**src/dam_map.vh**
```
// Register map, field positions and reset values of the DRAM address multiplexer
`ifndef DAM_MAP_VH
`define DAM_MAP_VH

// ----------------------------------------------------------------
// Register byte addresses
// ----------------------------------------------------------------
`define DAM_ADDR_W          28
`define DAM_OFS_MEMCFG      28'hffffc00
`define DAM_OFS_SDCTL       28'hffffc04
`define DAM_OFS_STATUS      28'hffffc08

// ----------------------------------------------------------------
// Field positions
// ----------------------------------------------------------------
`define DAM_MEMCFG_COLUMN_LINE8_SELECT_BIT 5
`define DAM_MEMCFG_L11_BIT  11
`define DAM_MEMCFG_L12_LSB  14
`define DAM_MEMCFG_L12_MSB  15
`define DAM_SDCTL_COLUMN_LOW_SELECT_BIT  6
`define DAM_SDCTL_SDRAM_ENABLE_BIT  15

// ----------------------------------------------------------------
// Line-12 select codes
// ----------------------------------------------------------------
`define DAM_L12_PA10        2'h0
`define DAM_L12_PA21        2'h1
`define DAM_L12_PA23        2'h2

// ----------------------------------------------------------------
// Reset values
// ----------------------------------------------------------------
`define DAM_MEMCFG_RST      16'h0000
`define DAM_SDCTL_RST       16'h0000
`define DAM_MUX_RST         16'h0000

`endif

```
**src/dam_line_mux.v**
```verilog
// Combinational row/column/plain selection for the multiplexed address lines
`timescale 1ns/1ns
`include "dam_map.vh"

module dam_line_mux (
    // Internal address and access kind
    input  wire [24:0] internal_addr_i,
    input  wire        dram_access_i,
    input  wire        row_phase_i,
    input  wire        port8_i,
    // Select bits from the registers
    input  wire        sdram_enable_i,
    input  wire        column_low_select_i,
    input  wire        column_line8_select_i,
    input  wire        line11_select_i,
    input  wire [1:0]  line12_select_i,
    // Selected line values
    output reg  [15:0] mux_next_o
);

    // Three-way pick used for line 12 in both phases
    function pick12;
        input [1:0]  sel;
        input [24:0] pa;
        begin
            case (sel)
                `DAM_L12_PA10: pick12 = pa[10];
                `DAM_L12_PA21: pick12 = pa[21];
                `DAM_L12_PA23: pick12 = pa[23];
                default:       pick12 = 1'b0; // Reserved code drives low
            endcase
        end
    endfunction

    // Wide-row parts put PA21 or PA23 on line 12 instead of PA10, so row-phase lines 8-10 change with it
    wire wide_row;
    assign wide_row = (line12_select_i != `DAM_L12_PA10);

    // Line selection
    always @* begin
        mux_next_o = 16'h0000;
        if (!dram_access_i) begin
            mux_next_o[12:0]  = internal_addr_i[13:1];
            mux_next_o[15:13] = internal_addr_i[16:14];
        end else if (row_phase_i) begin
            mux_next_o[0]   = internal_addr_i[11];
            mux_next_o[7:1] = internal_addr_i[18:12];
            mux_next_o[8]   = wide_row ? internal_addr_i[20] : internal_addr_i[10];
            mux_next_o[9]   = wide_row ? internal_addr_i[19] : internal_addr_i[9];
            mux_next_o[10]  = wide_row ? internal_addr_i[21] : internal_addr_i[19];
            mux_next_o[11]  = line11_select_i ? internal_addr_i[22] : internal_addr_i[20];
            mux_next_o[12]  = pick12(line12_select_i, internal_addr_i);
            mux_next_o[15:13] = internal_addr_i[24:22];
        end else begin
            mux_next_o[7:1] = internal_addr_i[8:2];
            // Byte-wide ports take PA0 low and push PA1 up to line 9
            if (port8_i) begin
                mux_next_o[0] = internal_addr_i[0];
                mux_next_o[9] = internal_addr_i[1];
            end else if (sdram_enable_i) begin
                mux_next_o[0] = column_low_select_i ? internal_addr_i[0] : internal_addr_i[1];
                mux_next_o[9] = internal_addr_i[10];
            end else begin
                mux_next_o[0] = internal_addr_i[1];
                mux_next_o[9] = internal_addr_i[10];
            end
            mux_next_o[8]  = column_line8_select_i ? internal_addr_i[1] : internal_addr_i[9];
            // Line 10 is SDRAM A10: held low so no auto-precharge is asked for
            mux_next_o[10] = sdram_enable_i ? 1'b0 : internal_addr_i[11];
            mux_next_o[11] = line11_select_i ? internal_addr_i[22] : internal_addr_i[20];
            mux_next_o[12] = pick12(line12_select_i, internal_addr_i);
            mux_next_o[15:13] = internal_addr_i[24:22];
        end
    end

endmodule // dam_line_mux

```
**src/dam_top.v**
```verilog
// DRAM address multiplexer: Wishbone register slave and registered line outputs
//
// Function
// - SDRAM column phase, line 0 takes PA1 when column-low select is 0, else PA0.
// - Column phase, line 8 takes PA9 when line-8 select is 0, else PA1.
// - Line 11 takes PA20 when line-11 select is 0, else PA22.
// - Line 12 takes PA10, PA21 or PA23 for select codes 00, 01, 10.
// - SDRAM enable 0 selects ordinary column mapping, 1 the SDRAM column mapping.
// - Non-DRAM accesses put PA1-PA13 straight onto lines 0-12.
// - Byte-wide accesses use PA0 as the lowest column line and shift PA1 up.
//
// The implementer's own choice: the Wishbone register port.
`timescale 1ns/1ns
`include "dam_map.vh"

module dam_top (
    // Clock and reset
    input  wire        clk_i,
    input  wire        rst_i,
    // Wishbone classic slave
    input  wire        cyc_i,
    input  wire        stb_i,
    input  wire        we_i,
    input  wire [27:0] adr_i,
    input  wire [3:0]  sel_i,
    input  wire [31:0] dat_i,
    output reg  [31:0] dat_o,
    output reg         ack_o,
    // Access from the CPU or display fetch side
    input  wire [24:0] internal_addr_i,
    input  wire        dram_access_i,
    input  wire        row_phase_i,
    input  wire        port8_i,
    // Multiplexed address lines
    output reg  [15:0] multiplexed_addr_o
);

    // ----------------------------------------------------------------
    // Register storage
    // ----------------------------------------------------------------
    // Bus states, one-hot
    localparam [1:0]  ST_IDLE    = 2'b01;
    localparam [1:0]  ST_ACK     = 2'b10;
    // Reset images, sliced per byte lane below
    localparam [15:0] MEMCFG_RST = `DAM_MEMCFG_RST;
    localparam [15:0] SDCTL_RST  = `DAM_SDCTL_RST;

    reg  [15:0] memcfg_reg;
    reg  [15:0] sdctl_reg;
    reg  [1:0]  state_reg;
    reg  [1:0]  state_next;
    wire [15:0] mux_next;
    wire        req;
    wire        hit_memcfg;
    wire        hit_sdctl;
    wire        hit_status;
    wire        wr_go;
    wire        wr_memcfg;
    wire        wr_sdctl;
    wire        rd_go;
    wire        sdram_enable;
    wire        column_low_select;
    wire        column_line8_select;
    wire        line11_select;
    wire [1:0]  line12_select;

    // Word decode; the low address bits are ignored since each register is a whole word
    function is_at;
        input [27:0] adr;
        input [27:0] ofs;
        begin
            is_at = (adr[27:2] == ofs[27:2]);
        end
    endfunction

    assign req        = cyc_i & stb_i;
    assign hit_memcfg = is_at(adr_i, `DAM_OFS_MEMCFG);
    assign hit_sdctl  = is_at(adr_i, `DAM_OFS_SDCTL);
    assign hit_status = is_at(adr_i, `DAM_OFS_STATUS);
    // A write lands at the edge at which the master samples ack, once per request
    assign wr_go      = req & we_i & ack_o;
    assign wr_memcfg  = wr_go & hit_memcfg;
    assign wr_sdctl   = wr_go & hit_sdctl;
    // Read data is captured one edge earlier, so it stands together with ack
    assign rd_go      = req & ~we_i & ~ack_o;

    // ----------------------------------------------------------------
    // Register select fields
    // ----------------------------------------------------------------
    // Field wires named after what they steer on the lines
    assign sdram_enable        = sdctl_reg[`DAM_SDCTL_SDRAM_ENABLE_BIT];
    assign column_low_select   = sdctl_reg[`DAM_SDCTL_COLUMN_LOW_SELECT_BIT];
    assign column_line8_select = memcfg_reg[`DAM_MEMCFG_COLUMN_LINE8_SELECT_BIT];
    assign line11_select       = memcfg_reg[`DAM_MEMCFG_L11_BIT];
    assign line12_select       = memcfg_reg[`DAM_MEMCFG_L12_MSB:`DAM_MEMCFG_L12_LSB];

    // ----------------------------------------------------------------
    // Bus handshake
    // ----------------------------------------------------------------
    // One wait state, then ack for one cycle; unmapped addresses are acked too so a stray
    // access never hangs the bus, reading zero and dropping writes
    always @* begin
        state_next = ST_IDLE;
        case (state_reg)
            ST_IDLE: begin
                if (req) begin
                    state_next = ST_ACK;
                end
            end
            ST_ACK: begin
                state_next = ST_IDLE; // Forces one idle edge between two acks
            end
            default: begin
                state_next = ST_IDLE;
            end
        endcase
    end

    // State register
    always @(posedge clk_i) begin
        if (rst_i) begin
            state_reg <= ST_IDLE;
        end else begin
            state_reg <= state_next;
        end
    end

    // Ack decoded from the state: it cannot outlive its single cycle
    always @* begin
        ack_o = (state_reg == ST_ACK);
    end

    // ----------------------------------------------------------------
    // Register writes, byte lanes 0 and 1 only
    // ----------------------------------------------------------------
    // Lanes 2 and 3 hold no storage, so writes on them are dropped quietly
    genvar lane;
    generate
        for (lane = 0; lane < 2; lane = lane + 1) begin : g_lane
            always @(posedge clk_i) begin
                if (rst_i) begin
                    memcfg_reg[lane*8 +: 8] <= MEMCFG_RST[lane*8 +: 8];
                    sdctl_reg[lane*8 +: 8]  <= SDCTL_RST[lane*8 +: 8];
                end else begin
                    if (wr_memcfg & sel_i[lane]) begin
                        memcfg_reg[lane*8 +: 8] <= dat_i[lane*8 +: 8];
                    end
                    if (wr_sdctl & sel_i[lane]) begin
                        sdctl_reg[lane*8 +: 8] <= dat_i[lane*8 +: 8];
                    end
                end
            end
        end
    endgenerate

    // ----------------------------------------------------------------
    // Read data
    // ----------------------------------------------------------------
    // Read image of the addressed word; unmapped words read zero
    function [31:0] read_word;
        input        at_memcfg;
        input        at_sdctl;
        input        at_status;
        input [15:0] memcfg;
        input [15:0] sdctl;
        input [15:0] lines;
        begin
            read_word = 32'h00000000;
            if (at_memcfg) begin
                read_word = {16'h0000, memcfg};
            end else if (at_sdctl) begin
                read_word = {16'h0000, sdctl};
            end else if (at_status) begin
                read_word = {16'h0000, lines}; // Live line state for software
            end
        end
    endfunction

    // Captured on the same edge that raises ack, so data and ack line up
    always @(posedge clk_i) begin
        if (rst_i) begin
            dat_o <= 32'h00000000;
        end else if (rd_go) begin
            dat_o <= read_word(hit_memcfg, hit_sdctl, hit_status, memcfg_reg, sdctl_reg, multiplexed_addr_o);
        end else begin
            dat_o <= 32'h00000000; // Zero outside the ack cycle
        end
    end

    // ----------------------------------------------------------------
    // Line selection
    // ----------------------------------------------------------------
    // Select bits come straight from the registers; a rewrite mid-access takes effect
    // on the next line update, so software should reprogram only while memory is idle
    dam_line_mux u_line_mux (
        .internal_addr_i       (internal_addr_i),
        .dram_access_i         (dram_access_i),
        .row_phase_i           (row_phase_i),
        .port8_i               (port8_i),
        .sdram_enable_i        (sdram_enable),
        .column_low_select_i   (column_low_select),
        .column_line8_select_i (column_line8_select),
        .line11_select_i       (line11_select),
        .line12_select_i       (line12_select),
        .mux_next_o            (mux_next)
    );

    // ----------------------------------------------------------------
    // Output lines
    // ----------------------------------------------------------------
    // Registered so the pins never glitch while the phase input changes; costs one cycle
    // of latency which the strobe timing logic must allow for
    always @(posedge clk_i) begin
        if (rst_i) begin
            multiplexed_addr_o <= `DAM_MUX_RST;
        end else begin
            multiplexed_addr_o <= mux_next;
        end
    end

endmodule // dam_top

```
**config.mk**
```make
export PLATFORM = sky130hd
export DESIGN_NAME = dam_top
export DESIGN_NICKNAME = d
export VERILOG_FILES = /design/src/dam_line_mux.v /design/src/dam_top.v
export VERILOG_INCLUDE_DIRS = /design/src
export SDC_FILE = /design/constraint.sdc
export NUM_CORES = 1
export LEC_CHECK = 0
export BUFFER_PORTS_ARGS = -buffer_cell sky130_fd_sc_hd__buf_2
export CAP_MARGIN = 20
export CELL_PAD_IN_SITES_DETAIL_PLACEMENT = 0
export CELL_PAD_IN_SITES_GLOBAL_PLACEMENT = 2
export CORE_MARGIN = 2
export CORE_UTILIZATION = 29
export DETAILED_ROUTE_END_ITERATION = 8
export GPL_TIMING_DRIVEN = 0
export HOLD_SLACK_MARGIN = 0.03
export PLACE_DENSITY_LB_ADDON = 0.12
export SYNTH_ARGS = -nofsm -noshare
export SYNTH_HDL_FRONTEND = slang
export SYNTH_HIERARCHICAL = 1
export SYNTH_SLANG_ARGS = --single-unit
export TNS_END_PERCENT = 20
```
**constraint.sdc**
```tcl
create_clock -name clk_i -period 2.6 [get_ports clk_i]
set_input_delay 0.26 -clock clk_i [delete_from_list [all_inputs] [get_ports clk_i]]
set_output_delay 0.26 -clock clk_i [all_outputs]
set_load 0.005 [all_outputs]
```
# Word level (Yosys, flattened, before mapping)
# Index checks and enable logic that the tools add are counted.
[totals] regBits=82 inputBits=97 out_inout_bits=49 elab_cells=52
[classes] eq_ne=7 n_mux=17 bitwise=15 reduce_logical=5
[op_table] op="$eq 26x26->1 const B" n=3
[op_table] op="$mux 16" n=4
[op_table] op="$and 1x1->1" n=11
[op_table] op="$mux 11" n=1
[op_table] op="$mux 1" n=10
[op_table] op="$eq 2x1->1 const B" n=2
[op_table] op="$eq 2x2->1 const B" n=2
[op_table] op="$not 1->1" n=4
[op_table] op="$reduce_or 2->1" n=2
[op_table] op="$reduce_or 4->1" n=1
[op_table] op="$pmux 1 s3" n=1
[op_table] op="$logic_not 2->1" n=1
[op_table] op="$mux 2" n=1
[op_table] op="$reduce_bool 2->1" n=1

# Longest topological paths before layout
[depth] word_depth=5 depth_mapped=7 ltp_nobuf=4

# Hierarchy
# Netlist, hierarchy kept.
[by_module_without_submodules] mod="dam_top" instances=1 cells_per_inst=286 area_per_inst_um2=2844.0 seq_area_each_um2=1321.3
[by_module_without_submodules] mod="dam_line_mux" instances=1 cells_per_inst=42 area_per_inst_um2=401.6 seq_area_each_um2=0.0

# Worst setup path after synthesis
# OpenSTA, ideal clock, no wires.
[synth_path] path_type="register to register" startpoint="register state_reg[1]" endpoint="register sdctl_reg[6] (netlist: column_low_select)" setup_time_ps=119 t_arrival_ps=1562 required_ps=2481 slack_ps=919 path_stages_with_launch=6 path_buffers=1 period_less_slack_ps=1681 path_cell_list="dfxtp_1 nor2b_2 nand4_1 or4_4 buf_6 mux2i_1"
[synth_between] elab_chain_cells=4
[synth_lines] item="start: declaration" line_no="dam_top.v:50" rtl="reg [1:0] state_reg;"
[synth_lines] item="start signal: assignment" line_no="dam_top.v:124" rtl="state_reg <= state_next;"
[synth_lines] item="$eq 2x2->1" line_no="dam_top.v:130" rtl="ack_o = (state_reg == ST_ACK);"
[synth_lines] item="via ack_o" line_no="dam_top.v:28" rtl="output reg ack_o,"
[synth_lines] item="$and 1x1->1" line_no="dam_top.v:81" rtl="assign wr_go = req & we_i & ack_o;"
[synth_lines] item="$and 1x1->1" line_no="dam_top.v:83" rtl="assign wr_sdctl = wr_go & hit_sdctl;"
[synth_lines] item="$and 1x1->1" line_no="dam_top.v:148" rtl="if (wr_sdctl & sel_i[lane]) begin"
[synth_lines] item="end signal: indexed assignment" line_no="dam_top.v:143" rtl="sdctl_reg[lane*8 +: 8] <= SDCTL_RST[lane*8 +: 8];"
[synth_lines] item="end signal: indexed assignment" line_no="dam_top.v:149" rtl="sdctl_reg[lane*8 +: 8] <= dat_i[lane*8 +: 8];"
[synth_lines] item="end: declaration" line_no="dam_top.v:49" rtl="reg [15:0] sdctl_reg;"
# The timed path passes the listed nets, and every way through them passes these cells.
# A chain may end at the register's enable or synchronous reset.

# Worst setup path in the final report
[layout_path] startpoint="register state_reg[1]" endpoint="register memcfg_reg[9]"
[layout_between] elab_chain_cells=4
[layout_lines] item="$eq 2x2->1" line_no="dam_top.v:130"
[layout_lines] item="$and 1x1->1" line_no="dam_top.v:81"
[layout_lines] item="$and 1x1->1" line_no="dam_top.v:82" rtl="assign wr_memcfg = wr_go & hit_memcfg;"
[layout_lines] item="$and 1x1->1" line_no="dam_top.v:145" rtl="if (wr_memcfg & sel_i[lane]) begin"
[layout_lines] item="end signal: indexed assignment" line_no="dam_top.v:142" rtl="memcfg_reg[lane*8 +: 8] <= MEMCFG_RST[lane*8 +: 8];"
[layout_lines] item="end signal: indexed assignment" line_no="dam_top.v:146" rtl="memcfg_reg[lane*8 +: 8] <= dat_i[lane*8 +: 8];"
[layout_lines] item="end: declaration" line_no="dam_top.v:48" rtl="reg [15:0] memcfg_reg;"
# Every way passes these cells.

==> results.json <==
{
  "cts_hold_buf": 0,
  "p_leak_nw": 1.999,
  "grt-ovfl-total": 0,
  "multiInputGateArea_mm2": 0.001735,
  "vias_per_cell": 4.336,
  "setup_tns_ps": 0,
  "synth_seq_cells": 66,
  "antenna_cells": 0,
  "drv_slew": 0,
  "dr.pass1.iters": 4,
  "synthCells": 328,
  "synth_top_area_share_pct": 40.71,
  "finalWirelength_mm": 8.964,
  "synth_area_mm2": 0.003246,
  "synthFlopType": "dfxtp_1",
  "place_congestion": 0.8104,
  "seq_area_frac_synth_pct": 40.71,
  "clockBufferDepth": 2,
  "fmax_mhz": 498.8,
  "grt_pass1_wl_mm": 14.15,
  "root_buffer": "clkbuf_8",
  "hold_class": "primary input to flip-flop",
  "final_common_cell": "buf_2",
  "tightest_slew_ps": 917.6,
  "min_period_ps": 2005,
  "wl_per_cell_um": 14.84,
  "grt_pass1_vias": 2740,
  "io_pins": 146,
  "status": "completed",
  "core_area_mm2": 0.01089,
  "reg2reg_depth": 4,
  "h-tree-depth": 3,
  "yosysTopAreaCell": "dfxtp_1",
  "skew_ps": 9.171,
  "holdWs_ps": 205.9,
  "area_delta_synth_final_pct": 30.34,
  "rsz0062_at_grt": "no",
  "dieArea_mm2": 0.01205,
  "nFillCells": 1131,
  "io_buffers": 105,
  "yosysUniqueCellTypes": 43,
  "cts_tree": "built",
  "drc": 0,
  "path_class": "flip-flop to flip-flop",
  "post_cts_resized": 0,
  "drt_iter0_markers": 66,
  "hold_viol": 0,
  "vdd_ir_drop_max_uv": 218.4,
  "power.density_mw_per_mm2": 540.5,
  "worstSetupStartpointType": "flip-flop",
  "row_count": 38,
  "synth_edf_count": 0,
  "netlist_top_cells_area": "dfxtp_1 (41%), mux2i_1 (16%), nand2b_1 (9.4%)",
  "final_cell_mix": "buf_2 (109), dfxtp_1 (66), mux2i_1 (53)",
  "crit_path_end_kind": "flip-flop",
  "arrival_ps": 2270,
  "grt_max_degree": 13,
  "path_clk_slew_ps": 80,
  "drt.antenna.violating_nets": 0,
  "required_ps": 2870,
  "worstPathMaxFanout": 8,
  "seq_area_mm2": 0.001321,
  "post-dp-hpwl_mm": 6.894,
  "drive_gt1_share_pct": 35.99,
  "slew_headroom_pct": 38.37,
  "drv_cap": 0,
  "setup_viol": 0,
  "clk_latency_ps": 340,
  "antenna_found_initial": 0,
  "die_w_um": 109.8,
  "clkSinkCount": 66,
  "synthArstFlopShare_pct": 0,
  "dr_total_vias": 2619,
  "die_h_um": 109.8,
  "start_util_pct": 29.81,
  "ys_warn_count": 6,
  "post_cts_buffers": 0,
  "grt_usage_pct": 15.84,
  "cts_buffers": 9,
  "holdPathStages": 3,
  "synth_area_per_cell_um2": 9.895,
  "finalCritPeriodShare_pct": 77.11,
  "nets": 556
}
cell usage after synthesis, types with 2 or more instances:
| master | count |
|---|---|
| a21oi_1 | 21 |
| mux2_4 | 8 |
| buf_4 | 16 |
| nor4_4 | 2 |
| inv_1 | 2 |
| nand2_1 | 7 |
| clkbuf_1 | 10 |
| mux2i_1 | 53 |
| buf_2 | 4 |
| and4b_1 | 2 |
| dfxtp_1 | 66 |
| nand2b_1 | 49 |
| o21ai_1 | 2 |
| buf_6 | 4 |
| nor2_1 | 35 |
| nor2b_1 | 17 |
| nand4_1 | 3 |
| mux2_2 | 2 |
critical path, stage by stage, from the launching register on:
cell	delay (ps)
dfxtp_1	320
nor2b_2	170
nand4_1	300
nor4_4	890
mux2i_1	270
through the flow:
stage	total power, mW	area (µm²)	setup WS (ps)	utilization (%)	std cells
final	2.287	4230	595.0	38.85	604
after global routing	2.401	4230	431.4	38.85	604
after CTS	2.325	4230	520.3	38.85	604
after detailed placement	1.334	4003	432.3	36.76	588
after global placement	1.334	4003	458.8	36.76	588
after floorplan	1.213	3302	919.3	-	343
cells by family (layout without fill, tap and decap cells):
kind of cell    Yosys count  count (layout)  synth area share [%]
mux                      63              63                 20.74
other cells               1              16                0.1155
simple gates            130             130                 25.17
buf+inv                  37             158                 7.556
flops                    66              66                 40.71
compound gates           31              31                 5.706
cell type report:
type / instances / area share [%]
multi-input combinational: 240 / 41.02
sequential: 66 / 31.23
timing repair buffer: 105 / 12.42
buffer: 35 / 5.620
tap: 140 / 4.141
clock buffer: 11 / 3.342
clock inverter: 5 / 2.041
inverter: 2 / 0.1775
path summary, 6_finish.rpt:
path	from	to	slack [ps]
worst max-delay path	state_reg[1]	memcfg_reg[9]	600
worst min-delay path	dat_i[9]	sdctl_reg[9]	210
worst max register to register	state_reg[1]	memcfg_reg[9]	600
worst min register to register	state_reg[1]	state_reg[1]	430
power breakdown:
part | total [mW] | switching [mW] | internal [mW]
combinational | 0.266 | 0.125 | 0.141
clock | 0.979 | 0.406 | 0.574
sequential | 1.04 | 0.0124 | 1.03
total | 2.29 | 0.543 | 1.74
layer usage:
layer | routed length (µm) | track usage (%) | part of all wire [%]
met3 | 609 | 3.497 | 6.8
met2 | 4011 | 24.45 | 45
met1 | 4258 | 21.29 | 48
met4 | 85 | 6.420 | 0.95
met5 | 0 | 0 | 0
Note: power is estimated with default switching activity, not from simulation.
